<file path="config.mk">
export PLATFORM = sky130hd
export DESIGN_NAME = osc_ctrl_regs
export DESIGN_NICKNAME = d
export VERILOG_FILES = /design/src/logic/osc_ctrl_pkg.sv /design/src/logic/osc_ctrl_regs.sv
export SDC_FILE = /design/constraint.sdc
export NUM_CORES = 1
export LEC_CHECK = 0
export BUFFER_PORTS_ARGS = -buffer_cell sky130_fd_sc_hd__buf_4
export CAP_MARGIN = 15
export CORE_MARGIN = 10
export CORE_UTILIZATION = 46
export DETAILED_ROUTE_END_ITERATION = 12
export PLACE_DENSITY = 0.81
export SYNTH_ARGS = -nofsm -noshare
export SYNTH_HDL_FRONTEND = slang
export SYNTH_SLANG_ARGS = --single-unit
</file>
<file path="constraint.sdc">
create_clock -name pclk -period 1.74 [get_ports pclk]
set_clock_uncertainty 0.15 [all_clocks]
set_input_delay 0.174 -clock pclk [delete_from_list [all_inputs] [get_ports pclk]]
set_output_delay 0.174 -clock pclk [all_outputs]
set_load 0.05 [all_outputs]
</file>
<file path="src/logic/osc_ctrl_pkg.sv">
// Constants, field layout and types for the oscillator control register block
package osc_ctrl_pkg;
   // APB word offsets (byte addresses)
   localparam logic [7:0] OFF_CTRL = 8'h00; // Oscillator control word
   localparam logic [7:0] OFF_IRQ_STAT = 8'h04; // Sticky event status, write one to clear
   localparam logic [7:0] OFF_IRQ_MASK = 8'h08; // Event enable mask

   // Bit positions inside the control word
   localparam int BIT_SWREQ = 0; // Clock switch request
   localparam int BIT_LPXEN = 1; // Low-power crystal enable
   localparam int BIT_FAIL = 3; // Clock failure flag
   localparam int BIT_LOCK = 5; // PLL lock flag
   localparam int POS_DIV = 6; // Divide select, two bits
   localparam int POS_NEW = 8; // Requested source, two bits
   localparam int POS_TRIM_LO = 10; // Trim bits 1:0
   localparam int POS_CUR = 12; // Current source, two bits
   localparam int POS_TRIM_HI = 14; // Trim bits 3:2

   // Unlock keys, index 0 is the low byte, index 1 the high byte
   localparam logic [1:0][7:0] KEY_FIRST = {8'h78, 8'h46};
   localparam logic [1:0][7:0] KEY_SECOND = {8'h9a, 8'h57};

   // Register variants
   localparam int VAR_PLAIN = 1; // No trim field
   localparam int VAR_TRIM = 2; // Split trim field in the control word

   // Event bits in status and mask
   localparam int IRQ_W = 3; // Number of events
   localparam int EVT_FAIL = 0; // Clock failure seen
   localparam int EVT_SWITCH = 1; // Clock switch finished
   localparam int EVT_LOCKLOST = 2; // PLL lost lock

   // Reset values
   localparam logic [1:0] DIV_RESET = 2'h0; // Undivided
   localparam logic [3:0] TRIM_RESET = 4'h0; // Factory calibrated
   localparam logic [IRQ_W-1:0] IRQ_RESET = 3'h0; // No events, all masked

   // Postscaler counter width, covers the largest ratio of 64
   localparam int DIV_CNT_W = 6;

   // Clock source encoding
   typedef enum logic [1:0] {
      SRC_LP_XTAL = 2'b00, // Low-power 32 kHz crystal
      SRC_FAST_RC = 2'b01, // Internal fast RC
      SRC_SLOW_RC = 2'b10, // Internal low-power RC
      SRC_PRIMARY = 2'b11 // Primary oscillator
   } src_t;

   // Unlock sequence states, Gray coded along the key path
   typedef enum logic [1:0] {
      UL_IDLE = 2'b00, // Waiting for first key
      UL_KEY = 2'b01, // First key seen
      UL_OPEN = 2'b11 // One write granted
   } unlock_t;
endpackage

</file>
<file path="src/logic/osc_ctrl_regs.sv">
// Oscillator control and status register block with APB slave and event interrupt
//
// The register addresses and register access over APB were decided locally.
`timescale 1ns/100ps
module osc_ctrl_regs
   import osc_ctrl_pkg::*;
#(
   parameter int VARIANT = VAR_PLAIN // Register variant, 1 or 2
) (
   input wire logic pclk, // Bus and block clock, 50 MHz
   input wire logic presetn, // Power-on reset, async, low active
   input wire logic clk_en, // Freezes all state while low
   input wire logic psel, // APB select
   input wire logic penable, // APB access phase
   input wire logic pwrite, // APB write
   input wire logic [7:0] paddr, // APB byte address
   input wire logic [31:0] pwdata, // APB write data
   input wire logic [3:0] pstrb, // APB byte strobes
   output logic [31:0] prdata, // APB read data
   output logic pready, // APB ready
   output logic pslverr, // APB error on unmapped address
   input wire logic [1:0] powerup_source_config, // Source chosen by nonvolatile config
   input wire logic brown_out_reset, // Brown-out reset, synchronous level
   input wire logic switch_done, // Switch sequencer finished, pulse
   input wire logic failsafe_fail, // Fail-safe monitor saw a failure, pulse
   input wire logic pll_locked, // PLL lock detector level
   input wire logic pll_in_use, // PLL drives the system clock
   output logic [1:0] current_clock_source, // Source now clocking the system
   output logic [1:0] requested_clock_source, // Target of the switch
   output logic clock_switch_request, // Switch pending
   output logic low_power_crystal_enable, // Turns on the 32 kHz crystal
   output logic [3:0] fast_rc_trim, // Fast RC frequency offset
   output logic sysclk_tick, // One pulse per divided system clock
   output logic irq // Level interrupt
);

   // Refuse variants the decode cannot serve
   if (VARIANT != VAR_PLAIN && VARIANT != VAR_TRIM) begin : g_bad_variant
      $error("osc_ctrl_regs: VARIANT must be 1 or 2");
   end

   // Divide select to counter mask, 1 << (2 * sel) minus one
   function automatic logic [DIV_CNT_W-1:0] div_mask(input logic [1:0] sel);
      case (sel)
         2'b00: div_mask = 6'h00;
         2'b01: div_mask = 6'h03;
         2'b10: div_mask = 6'h0f;
         default: div_mask = 6'h3f;
      endcase
   endfunction

   // Address decode, used only by the error answer; the read path decodes paddr in its own case
   function automatic logic is_mapped(input logic [7:0] a);
      is_mapped = (a == OFF_CTRL) || (a == OFF_IRQ_STAT) || (a == OFF_IRQ_MASK);
   endfunction

   src_t cur_q; // Current source
   src_t new_q; // Requested source
   logic swreq_q; // Switch request
   logic lpxen_q; // Crystal enable
   logic fail_q; // Clock failure flag
   logic lock_q; // Raw lock flag
   logic [1:0] div_q; // Divide select
   logic [3:0] trim_q; // Fast RC trim
   logic load_q; // Reload sources from config at next edge
   logic [DIV_CNT_W-1:0] div_cnt_q; // Postscaler counter
   logic tick_q; // Registered divided tick
   logic [IRQ_W-1:0] stat_q; // Sticky events
   logic [IRQ_W-1:0] mask_q; // Event mask
   logic [IRQ_W-1:0] evt; // Event pulses this cycle
   logic [31:0] prdata_q; // Read data, captured in setup
   logic [31:0] ctrl_rd; // Assembled control word
   logic xfer; // Transfer completes at this edge
   logic ctrl_wr; // Write to the control word
   logic [1:0] lane_wr; // Write hitting each control byte
   logic [1:0] ul_open; // Unlock grant window per byte
   logic [1:0] ul_key; // First key seen per byte
   logic [1:0] grant; // Write applied per byte
   logic sw_start; // A real switch begins
   logic lock_rd; // Lock as software sees it

   // APB handshake: no wait states, ready only while enabled
   assign pready = psel & penable & clk_en;
   assign xfer = pready;
   assign pslverr = pready & ~is_mapped(paddr);
   assign prdata = prdata_q;
   assign ctrl_wr = xfer & pwrite & (paddr == OFF_CTRL);
   assign lane_wr = {ctrl_wr & pstrb[1], ctrl_wr & pstrb[0]};

   // One unlock sequencer per control byte; any completed transfer advances it,
   // so a read or a write elsewhere between keys or before the grant aborts
   for (genvar g = 0; g < 2; g++) begin : g_unlock
      unlock_t st_q; // Sequencer state
      logic [7:0] wbyte; // Byte of write data for this lane
      assign wbyte = pwdata[8*g +: 8];
      assign ul_open[g] = (st_q == UL_OPEN);
      assign ul_key[g] = (st_q == UL_KEY);
      assign grant[g] = ul_open[g] & lane_wr[g];

      // Key tracking
      always_ff @(posedge pclk or negedge presetn) begin
         if (!presetn) begin
            st_q <= UL_IDLE;
         end else if (clk_en && brown_out_reset) begin
            st_q <= UL_IDLE;
         end else if (xfer) begin
            case (st_q)
               UL_IDLE: begin
                  // First key opens the sequence
                  if (lane_wr[g] && wbyte == KEY_FIRST[g]) begin
                     st_q <= UL_KEY;
                  end
               end
               UL_KEY: begin
                  // Second key grants, a repeated first key restarts
                  if (lane_wr[g] && wbyte == KEY_SECOND[g]) begin
                     st_q <= UL_OPEN;
                  end else if (lane_wr[g] && wbyte == KEY_FIRST[g]) begin
                     st_q <= UL_KEY;
                  end else begin
                     st_q <= UL_IDLE;
                  end
               end
               UL_OPEN: begin
                  // Window lasts exactly one transfer
                  st_q <= UL_IDLE;
               end
               default: begin
                  st_q <= UL_IDLE;
               end
            endcase
         end
      end
   end

   // A switch starts only when the target differs from the running source
   assign sw_start = grant[0] & pwdata[BIT_SWREQ] & ~swreq_q & (new_q != cur_q);

   // Reload request: set by either reset, taken at the next enabled edge.
   // The config pins are never sampled under the async reset itself.
   always_ff @(posedge pclk or negedge presetn) begin
      if (!presetn) begin
         load_q <= 1'b1;
      end else if (clk_en) begin
         load_q <= brown_out_reset;
      end
   end

   // Current source: config at reset, target on switch, fast RC on failure
   always_ff @(posedge pclk or negedge presetn) begin
      if (!presetn) begin
         cur_q <= SRC_FAST_RC;
      end else if (clk_en) begin
         if (load_q) begin
            cur_q <= src_t'(powerup_source_config);
         end else if (failsafe_fail) begin
            cur_q <= SRC_FAST_RC;
         end else if (swreq_q && switch_done) begin
            cur_q <= new_q;
         end
      end
   end

   // Requested source: config at reset, high byte write after unlock
   always_ff @(posedge pclk or negedge presetn) begin
      if (!presetn) begin
         new_q <= SRC_FAST_RC;
      end else if (clk_en) begin
         if (load_q) begin
            new_q <= src_t'(powerup_source_config);
         end else if (grant[1]) begin
            new_q <= src_t'(pwdata[POS_NEW +: 2]);
         end
      end
   end

   // Switch request: redundant requests never set, done or failure clears
   always_ff @(posedge pclk or negedge presetn) begin
      if (!presetn) begin
         swreq_q <= 1'b0;
      end else if (clk_en) begin
         if (load_q || brown_out_reset || failsafe_fail) begin
            swreq_q <= 1'b0;
         end else if (swreq_q && switch_done) begin
            swreq_q <= 1'b0;
         end else if (grant[0]) begin
            swreq_q <= pwdata[BIT_SWREQ] & (new_q != cur_q);
         end
      end
   end

   // Divide select and crystal enable, low byte after unlock
   always_ff @(posedge pclk or negedge presetn) begin
      if (!presetn) begin
         div_q <= DIV_RESET;
         lpxen_q <= 1'b0;
      end else if (clk_en) begin
         if (brown_out_reset) begin
            div_q <= DIV_RESET;
            lpxen_q <= 1'b0;
         end else if (grant[0]) begin
            div_q <= pwdata[POS_DIV +: 2];
            lpxen_q <= pwdata[BIT_LPXEN];
         end
      end
   end

   // Failure flag: the monitor's set wins over a software clear in the same cycle
   always_ff @(posedge pclk or negedge presetn) begin
      if (!presetn) begin
         fail_q <= 1'b0;
      end else if (clk_en) begin
         if (failsafe_fail) begin
            fail_q <= 1'b1;
         end else if (brown_out_reset || sw_start) begin
            fail_q <= 1'b0;
         end else if (grant[0]) begin
            fail_q <= pwdata[BIT_FAIL];
         end
      end
   end

   // Lock flag follows the detector but drops when a switch starts
   always_ff @(posedge pclk or negedge presetn) begin
      if (!presetn) begin
         lock_q <= 1'b0;
      end else if (clk_en) begin
         if (brown_out_reset || sw_start) begin
            lock_q <= 1'b0;
         end else begin
            lock_q <= pll_locked;
         end
      end
   end

   // Software sees no lock while the PLL is not the system clock
   assign lock_rd = lock_q & pll_in_use;

   // Trim field lives only in the second variant
   always_ff @(posedge pclk or negedge presetn) begin
      if (!presetn) begin
         trim_q <= TRIM_RESET;
      end else if (clk_en) begin
         if (brown_out_reset) begin
            trim_q <= TRIM_RESET;
         end else if (grant[1] && VARIANT == VAR_TRIM) begin
            trim_q <= {pwdata[POS_TRIM_HI +: 2], pwdata[POS_TRIM_LO +: 2]};
         end
      end
   end

   // Control word read view; unimplemented bits stay zero
   always_comb begin
      ctrl_rd = 32'h0000_0000;
      ctrl_rd[BIT_SWREQ] = swreq_q;
      ctrl_rd[BIT_LPXEN] = lpxen_q;
      ctrl_rd[BIT_FAIL] = fail_q;
      ctrl_rd[BIT_LOCK] = lock_rd;
      ctrl_rd[POS_DIV +: 2] = div_q;
      ctrl_rd[POS_NEW +: 2] = new_q;
      ctrl_rd[POS_CUR +: 2] = cur_q;
      if (VARIANT == VAR_TRIM) begin
         ctrl_rd[POS_TRIM_HI +: 2] = trim_q[3:2];
         ctrl_rd[POS_TRIM_LO +: 2] = trim_q[1:0];
      end
   end

   // Postscaler: free running count, tick when the masked bits are all ones.
   // A change of ratio can give one short period; no glitch, just early.
   always_ff @(posedge pclk or negedge presetn) begin
      if (!presetn) begin
         div_cnt_q <= '0;
         tick_q <= 1'b0;
      end else if (clk_en) begin
         div_cnt_q <= div_cnt_q + 1'b1;
         tick_q <= (div_cnt_q & div_mask(div_q)) == div_mask(div_q);
      end
   end

   // Events feeding the interrupt status
   always_comb begin
      evt = '0;
      evt[EVT_FAIL] = failsafe_fail;
      evt[EVT_SWITCH] = swreq_q & switch_done & ~failsafe_fail & ~load_q;
      evt[EVT_LOCKLOST] = lock_q & ~pll_locked & ~brown_out_reset;
   end

   // Sticky status, write one to clear; a new event wins over the clear
   always_ff @(posedge pclk or negedge presetn) begin
      if (!presetn) begin
         stat_q <= IRQ_RESET;
      end else if (clk_en) begin
         if (xfer && pwrite && paddr == OFF_IRQ_STAT && pstrb[0]) begin
            stat_q <= (stat_q & ~pwdata[IRQ_W-1:0]) | evt;
         end else begin
            stat_q <= stat_q | evt;
         end
      end
   end

   // Interrupt mask
   always_ff @(posedge pclk or negedge presetn) begin
      if (!presetn) begin
         mask_q <= IRQ_RESET;
      end else if (clk_en && xfer && pwrite && paddr == OFF_IRQ_MASK && pstrb[0]) begin
         mask_q <= pwdata[IRQ_W-1:0];
      end
   end

   // Read data captured in the setup cycle, zero for unmapped
   always_ff @(posedge pclk or negedge presetn) begin
      if (!presetn) begin
         prdata_q <= '0;
      end else if (clk_en && psel && !penable) begin
         case (paddr)
            OFF_CTRL: prdata_q <= ctrl_rd;
            OFF_IRQ_STAT: prdata_q <= {{(32-IRQ_W){1'b0}}, stat_q};
            OFF_IRQ_MASK: prdata_q <= {{(32-IRQ_W){1'b0}}, mask_q};
            default: prdata_q <= '0;
         endcase
      end
   end

   assign current_clock_source = cur_q;
   assign requested_clock_source = new_q;
   assign clock_switch_request = swreq_q;
   assign low_power_crystal_enable = lpxen_q;
   assign fast_rc_trim = trim_q;
   assign sysclk_tick = tick_q;
   assign irq = |(stat_q & mask_q);

   // Lock never reaches the read data while another source clocks the system
   a_lock_gated: assert property (@(posedge pclk) disable iff (!presetn)
      clk_en && psel && !penable && paddr == OFF_CTRL && !pll_in_use |=> !prdata[BIT_LOCK])
      else $error("lock visible without PLL");
   // Write without unlock leaves low fields alone
   a_locked_low: assert property (@(posedge pclk) disable iff (!presetn)
      lane_wr[0] && !ul_open[0] && !brown_out_reset |=>
      $stable(div_q) && $stable(lpxen_q)) else $error("locked low byte changed");
   // Finished switch moves the target into the current source and drops the request
   a_switch_done: assert property (@(posedge pclk) disable iff (!presetn)
      clk_en && swreq_q && switch_done && !failsafe_fail && !load_q |=>
      cur_q == $past(new_q) && !swreq_q) else $error("switch not completed");
   // Monitor failure on an enabled edge always sets the flag
   a_fail_set: assert property (@(posedge pclk) disable iff (!presetn)
      clk_en && failsafe_fail |=> fail_q) else $error("failure flag not set");
   // Low grant only after both keys in order
   a_open_low: assert property (@(posedge pclk) disable iff (!presetn)
      $rose(ul_open[0]) |-> $past(ul_key[0]) && $past(pwdata[7:0]) == KEY_SECOND[0])
      else $error("low byte opened without keys");
   // High grant only after both keys in order
   a_open_high: assert property (@(posedge pclk) disable iff (!presetn)
      $rose(ul_open[1]) |-> $past(ul_key[1]) && $past(pwdata[15:8]) == KEY_SECOND[1])
      else $error("high byte opened without keys");
   // A foreign transfer between keys ends the sequence
   a_key_abort: assert property (@(posedge pclk) disable iff (!presetn)
      ul_key[0] && xfer && !lane_wr[0] |=> !ul_key[0] && !ul_open[0])
      else $error("unlock survived other transfer");
   // Switch start clears the lock flag for at least that cycle
   a_lock_clear: assert property (@(posedge pclk) disable iff (!presetn)
      sw_start |=> !lock_q && !fail_q || $past(failsafe_fail))
      else $error("flags not cleared on switch start");
   // Redundant switch request is never held
   a_redundant: assert property (@(posedge pclk) disable iff (!presetn)
      grant[0] && !load_q && !failsafe_fail && new_q == cur_q |=> !swreq_q)
      else $error("redundant switch held");
   // Undivided setting ticks every enabled cycle
   a_div_one: assert property (@(posedge pclk) disable iff (!presetn)
      clk_en && div_q == 2'b00 ##1 div_q == 2'b00 |-> tick_q)
      else $error("undivided clock missed tick");
   // Brown-out drops the crystal enable and reloads both sources
   a_bor_load: assert property (@(posedge pclk) disable iff (!presetn)
      clk_en && brown_out_reset ##1 clk_en |=> !low_power_crystal_enable &&
      cur_q == $past(powerup_source_config) && new_q == $past(powerup_source_config))
      else $error("brown-out reload wrong");
   // Bits 4 and 2 never set; the first variant shows no trim either
   a_plain_zero: assert property (@(posedge pclk) disable iff (!presetn)
      !ctrl_rd[4] && !ctrl_rd[2] && (VARIANT == VAR_TRIM ||
      ctrl_rd[15:14] == 2'b00 && ctrl_rd[11:10] == 2'b00)) else $error("reserved bit set");
endmodule

</file>
==> results of run 1 <==
==> repair_timing <==
item                       4_1_cts  5_1_grt
hold endpoints to repair        44        0
gates resized for setup          0        4
hold buffers                     9        0
setup endpoints to repair        0        5
==> per-stage QoR <==
step | power, W | setup TNS [ns] | cells | hold slack, ns
after floorplan | 0.001592 | 0 | 241 | -0.2716
after global placement | 0.001753 | -0.5038 | 339 | 0.01812
after detailed placement | 0.001773 | -0.8211 | 339 | 0.01863
after CTS | 0.002673 | 0 | 356 | 0.01058
after global routing | 0.002788 | 0 | 356 | 0.008124
final | 0.002662 | 0 | 356 | 0.01196
==> power by group <==
group	internal [W]	switching [W]	leakage, nW
clock	0.000573	0.000313	0.0654
sequential	0.00102	0.000116	0.499
combinational	0.000247	0.000396	0.816
==> per-layer routing <==
layer,up-vias,wire (um),global-route usage
met4,0,48,0.03818
met5,-,0,0
met2,73,2875,0.2585
met1,919,2233,0.1613
met3,4,501,0.05664
li1,893,-,-
==> final cells by class <==
class	count	area [um2]
clock buffer	6	72.57
clock inverter	2	60.06
fill	396	1559
inverter	8	30.03
multi-input combinational	164	1013
sequential	39	979.7
tap	52	65.06
timing repair buffer	85	664.4
==> how the worst min path moves through the flow <==
stage,from,endpoint,slack [ns],cells after the start
6_report,pwdata[0],mask_q[0],0.01,2
3_3_place_gp,presetn,prdata[9],0.02,1
3_5_place_dp,presetn,current_clock_source[1],0.02,1
2_1_floorplan,presetn,clock_switch_request,-0.27,0
4_1_cts,powerup_source_config[0],requested_clock_source[0],0.01,3
5_1_grt,pwdata[0],mask_q[0],0.008,2
==> cell usage in the layout (no fill, tap or decap), drive strengths merged, types with 2 or more instances in the layout <==
master / instances
a21oi: 10
a22o: 9
a22oi: 3
a31oi: 3
a32o: 3
buf: 76
bufinv: 2
clkbuf: 6
conb: 25
dfrtp: 36
dfstp: 3
dlygate4sd3: 9
inv: 8
mux2: 4
mux2i: 4
nand2: 33
nand3: 10
nand4: 4
nor2: 14
nor3: 3
nor4: 4
nor4b: 2
o21ai: 7
o22ai: 2
o31ai: 3
o41ai: 2
or3: 2
xnor2: 4
xor2: 3
==> critical path, delay by kind of cell (launching register included) <==
kind                      cells  cell delay, ns
AOI/OAI and AO/OA             2            0.38
DFF                           1            0.57
and+or+nand+nor               2            0.30
xor gates and xnor gates      1            0.14
==> registers in the layout (all words and copies together), names as in the netlist <==
| register | flops |
|---|---|
| stat_q | 3 |
| div_cnt_q | 6 |
| prdata | 11 |
| lock_q | 1 |
| g_unlock.st_q | 4 |
| div_q | 2 |
| mask_q | 3 |
| requested_clock_source | 2 |
| sysclk_tick | 1 |
| low_power_crystal_enable | 1 |
| fail_q | 1 |
| clock_switch_request | 1 |
| load_q | 1 |
| current_clock_source | 2 |
==> kinds of logic after synthesis <==
| group | after synthesis | synth area share |
|---|---|---|
| and+or+nand+nor | 78 | 0.1901 |
| AOI/OAI and AO/OA | 45 | 0.1585 |
| DFF | 39 | 0.4579 |
| buffers and inverters | 38 | 0.1175 |
| muxes | 8 | 0.03977 |
| xor gates and xnor gates | 7 | 0.02866 |
| adders and majority gates | 1 | 0.005847 |
| other | 1 | 0.001753 |
==> impl_metrics.csv, run 1 <==
group,metric,value,unit
sta,finalWorstSetupSlack,0.1043,ns
critical_path,slowest_delay,0.57,ns
final_layout,n_antenna_cell,0,
hold_path,hold_path_class,"input port to flop",
floorplanning,die_w,88.20,um
place,routabilityCongestion,0.8907,
power_and_ir_drop,ir_worst_vdd,0.0005715,V
yosys,synth_edf_count,0,
yosys,ys_seq_elements,39,
floorplanning,core,0.004444,mm2
sta,min_period,1.636,ns
yosys,yosysWarnings,0,
global_routing,gr-total-overflow,0,
clock_network,cts.sinks,39,
critical_path,rr_worst_depth,5,
clock_network,cts_max_path_buffers,2,
yosys,syn_area,0.002140,mm2
power_and_ir_drop,power_density,922.5,mW/mm2
yosys,yosysMostFrequentCell,"dfrtp_1",
routing,ant_nets,0,
yosys,synth_top_flop_cell,"dfrtp_1",
sta,period_share,0.9400,
clock_network,insertion_delay,0.28,ns
floorplanning,ios,103,
yosys,synth_cell_types,41,
sta,fmax,611.4,MHz
critical_path,criticalPathCategory,"flop to flop",
critical_path,startpoint,"current_clock_source[0]",
floorplanning,die_area,0.007779,mm2
yosys,synthArstFlopShare,1.000,
clock_network,cts_setup_buffers,0,
sta,setup_violations,0,
clock_network,root_buffer,"clkbuf_8",
critical_path,crit-reg2reg-capture,"lock_q",
job,max-cap-violations,0,
yosys,synth_top_area_cell,"dfrtp_1",
routing,avgViaCountPerCell,5.306,
sta,rsz0062_at_grt,"no",
critical_path,cp_slowest_cell,"dfstp_2",
critical_path,worstPathRequired,1.77,ns
routing,vias,1889,
sta,drv_slew,0,
final_layout,stdcell_area,0.002885,mm2
routing,post-route-drc-count,0,
critical_path,cp_cell_sequence,"xor2_1 > o21ai_1 > nor2_1 > nand2_1 > a32o_1",
routing,wl_per_cell,15.90,um
yosys,synth_top_area_frac,0.4211,
global_routing,grt_pass1_wl,9.059,mm
final_layout,final_nets,361,
clock_network,cts_tree,"built",
sta,hold_violations,0,
floorplanning,start_util,0.4814,
global_routing,antenna_found_initial,0,
critical_path,r2r-start,"current_clock_source[0]",
global_routing,grtUsageTotal,0.1467,
final_layout,fin_util,0.6492,
critical_path,cp-end-kind,"flop",
routing,drt_iter0_markers,101,
place,dpl_cell_area,0.002650,mm2
clock_network,cts_buffers,5,
yosys,netlist_top_cells_count,"36 x dfrtp_1, 32 x nand2_1, 25 x buf_4",
place,dp_hpwl,4.481,mm
critical_path,cp_max_fo,4,
critical_path,r2r_slack,0.10,ns
clock_network,htree_num_levels,2,
routing,dr.pass1.iters,4,
critical_path,cp-endpoint,"lock_q",
outcome,status,"finished clean",
power_and_ir_drop,leakagePower,1.380,nW
clock_network,clk_pin_slew,0.08,ns
yosys,synth_area_per_cell,9.860,um2
yosys,synthCells,217,
floorplanning,rows,24,
final_layout,area_delta_synth_final,34.85,%
yosys,ys_seq_area_frac,0.4579,
place,portBuffers,59,
routing,totalWireLength,5.659,mm
yosys,ys_top_cells_by_area,"dfrtp_1 42%, buf_4 8.8%, nand2_1 5.6%",
critical_path,startpoint_type,"flop",
critical_path,cp_data_arrival_time,1.67,ns
place,pre_cts_slack,-0.1615,ns
global_routing,grt_max_degree,40,
global_routing,grt_pass1_vias,1938,
floorplanning,dieHeight,88.20,um
final_layout,drive_gt1_frac,0.3289,
Power figures use the tool's default switching activity.
==> run 2, diff against run 1 <==
Settings changed: CTS_CLUSTER_SIZE from default to 40, MAX_ROUTING_LAYER from default to met4, RECOVER_POWER from default to 100.
==> run 2 against run 1 <==
Via count fell by 0.32%. Final area decreased by 3.9%. Die area unchanged. Sequential power hardly changed. Setup slack lost 0.023 ns. Clock power hardly changed. Critical endpoint is now g_unlock[0].st_q[0]. Largest cell class unchanged. Highest routed layer unchanged.
==> impl_metrics.csv, run 2 (same netlist as run 1, synthesis figures left out) <==
group,metric,value,unit
outcome,status,"finished clean",
power_and_ir_drop,clockPowerShare,0.336,
sta,relSlewSlack,0.3780,
clock_network,insertion_delay,0.28,ns
power_and_ir_drop,seq_power_share,0.429,
place,routabilityCongestion,0.9056,
global_routing,grt_max_degree,40,
critical_path,cp_slowest_cell,"dlygate4sd3_1",
place,dp_hpwl,4.481,mm
routing,avgViaCountPerCell,5.289,
clock_network,cts_setup_buffers,0,
critical_path,cp-end-kind,"flop",
clock_network,root_buffer,"clkbuf_8",
floorplanning,core,0.004444,mm2
hold_path,hold_path_class,"input port to flop",
critical_path,criticalPathCategory,"input port to flop",
clock_network,cts_tree,"built",
critical_path,slowest_delay,0.52,ns
power_and_ir_drop,combPwrFrac,0.235,
final_layout,fin_cells,356,
routing,ant_nets,0,
floorplanning,rows,24,
final_layout,area_delta_synth_final,29.53,%
final_layout,drive_gt1_frac,0.2467,
final_layout,fin_util,0.6236,
critical_path,cp_cell_sequence,"dlygate4sd3_1 > clkbuf_1 > nor4b_2 > nand4_1 > nor4_1 > a22oi_1 > a21oi_1",
place,dpl_cell_area,0.002650,mm2
power_and_ir_drop,ir_worst_vdd,0.0005723,V
final_layout,stdcell_area,0.002771,mm2
routing,vias,1883,
sta,hold_violations,0,
floorplanning,dieHeight,88.20,um
power_and_ir_drop,power.switching,0.0008189,W
place,dpl.cell_count,339,
job,max-cap-violations,0,
clock_network,htree_num_levels,2,
routing,post-route-drc-count,0,
critical_path,worstPathRequired,1.80,ns
sta,worst_pin_slew,0.9329,ns
clock_network,clk_pin_slew,0.08,ns
routing,drt_iter0_markers,88,
floorplanning,start_util,0.4814,
final_layout,largest_register_ff_count,11,
power_and_ir_drop,p_sw_frac,0.3110,
place,portBuffers,59,
global_routing,antenna_found_initial,0,
routing,wl_per_cell,15.96,um
global_routing,grt_pass1_vias,1940,
floorplanning,die_area,0.007779,mm2
final_layout,final_common_cell,"buf_4",
power_and_ir_drop,power.internal,0.001814,W
sta,fmax,602.7,MHz
final_layout,n_antenna_cell,0,
clock_network,cts_max_path_buffers,2,
clock_network,cts_buffers,5,
power_and_ir_drop,leakagePower,1.283,nW
final_layout,final_cell_mix,"46 x buf_4, 36 x dfrtp_1, 32 x nand2_1",
critical_path,startpoint_type,"input port",
sta,setup_violations,0,
critical_path,cp_max_fo,2,
power_and_ir_drop,power_density,950.0,mW/mm2
sta,min_period,1.659,ns
global_routing,grtUsageTotal,0.1511,
routing,dr.pass1.iters,4,
floorplanning,die_w,88.20,um
sta,period_share,0.9535,
critical_path,cp_data_arrival_time,1.72,ns
final_layout,final_nets,361,
clock_network,cts.sinks,39,
sta,rsz0062_at_grt,"no",
floorplanning,ios,103,
sta,drv_slew,0,
routing,totalWireLength,5.682,mm
global_routing,gr-total-overflow,0,
global_routing,grt_pass1_wl,9.059,mm
[run 2: cell types whose count changed in the layout (fill, tap and decap cells not counted)]
cell / change
and2_1: -1
clkbuf_2: +7
and2_0: +1
nor2_1: +1
dfstp_2: -1
clkbuf_1: +21
nor2_2: -1
o41ai_1: +2
o41ai_2: -2
buf_4: -29
clkbuf_4: +1
dfstp_1: +1
[run 2: metal layers]
layer  routed length (um)  vias to the layer above  track usage  part of all wire
met2                 2859                       69       0.2585              0.50
met5                    0                        -            -                 0
met4                   48                        0      0.03818            0.0084
met3                  342                        4      0.04085             0.060
met1                 2431                      916       0.1706              0.43
li1                     -                      894            -                 -
[run 2: power groups by stage]
stage	Sequential, W	Clock (W)	Combinational (W)
floorplan	0.00120	0	0.000389
global placement	0.00115	0	0.000607
detailed placement	0.00115	0	0.000622
CTS	0.00113	0.000897	0.000642
global route	0.00115	0.000941	0.000668
finish	0.00113	0.000884	0.000618
[run 2: path summary, 6_finish.rpt]
kind                                         start                      end  slack (ns)  depth (start not counted)
max in group asynchronous                  presetn      g_unlock[0].st_q[1]        0.43                          2
hold reg to reg                       div_cnt_q[5]             div_cnt_q[5]        0.33                          1
min in group asynchronous                  presetn  current_clock_source[1]        0.42                          2
setup reg to reg           current_clock_source[0]                   lock_q        0.13                          5
setup / recovery                         pwdata[6]      g_unlock[0].st_q[0]        0.08                          7
hold / removal                           pwdata[0]                mask_q[0]        0.02                          2
[run 2: stage by stage]
| step | total power [W] | setup slack, ns | TNS, ns | hold WS (ns) |
|---|---|---|---|---|
| floorplan | 0.001592 | 0.002814 | 0 | -0.2716 |
| global placement | 0.001753 | -0.1136 | -0.5038 | 0.01812 |
| detailed placement | 0.001773 | -0.1615 | -0.8211 | 0.01863 |
| CTS | 0.002673 | 0.02186 | 0 | 0.01058 |
| global route | 0.002761 | 0.005904 | 0 | 0.008124 |
| finish | 0.002633 | 0.08093 | 0 | 0.01548 |
[run 2: critical path: cells and delay by family]
| kind | cells | cell delay, ns |
|---|---|---|
| and+or+nand+nor | 3 | 0.63 |
| buffers and inverters | 2 | 0.66 |
| AOI/OAI and AO/OA | 2 | 0.25 |
[run 2: final cells by class]
cell class	instances	area (um2)
clock inverters	2	60.06
flip-flops and latches	39	979.7
fillers	430	1673
multi-input cells	164	996.0
inverters	8	30.03
repair buffers	85	568.0
well taps	52	65.06
clock buffers	6	72.57
[run 2: what timing repair did]
| item | in CTS | in global routing |
|---|---|---|
| hold buffers | 9 | 0 |
| setup endpoints to repair | 0 | 5 |
| gates resized for setup | 0 | 4 |
| hold endpoints to repair | 44 | 0 |
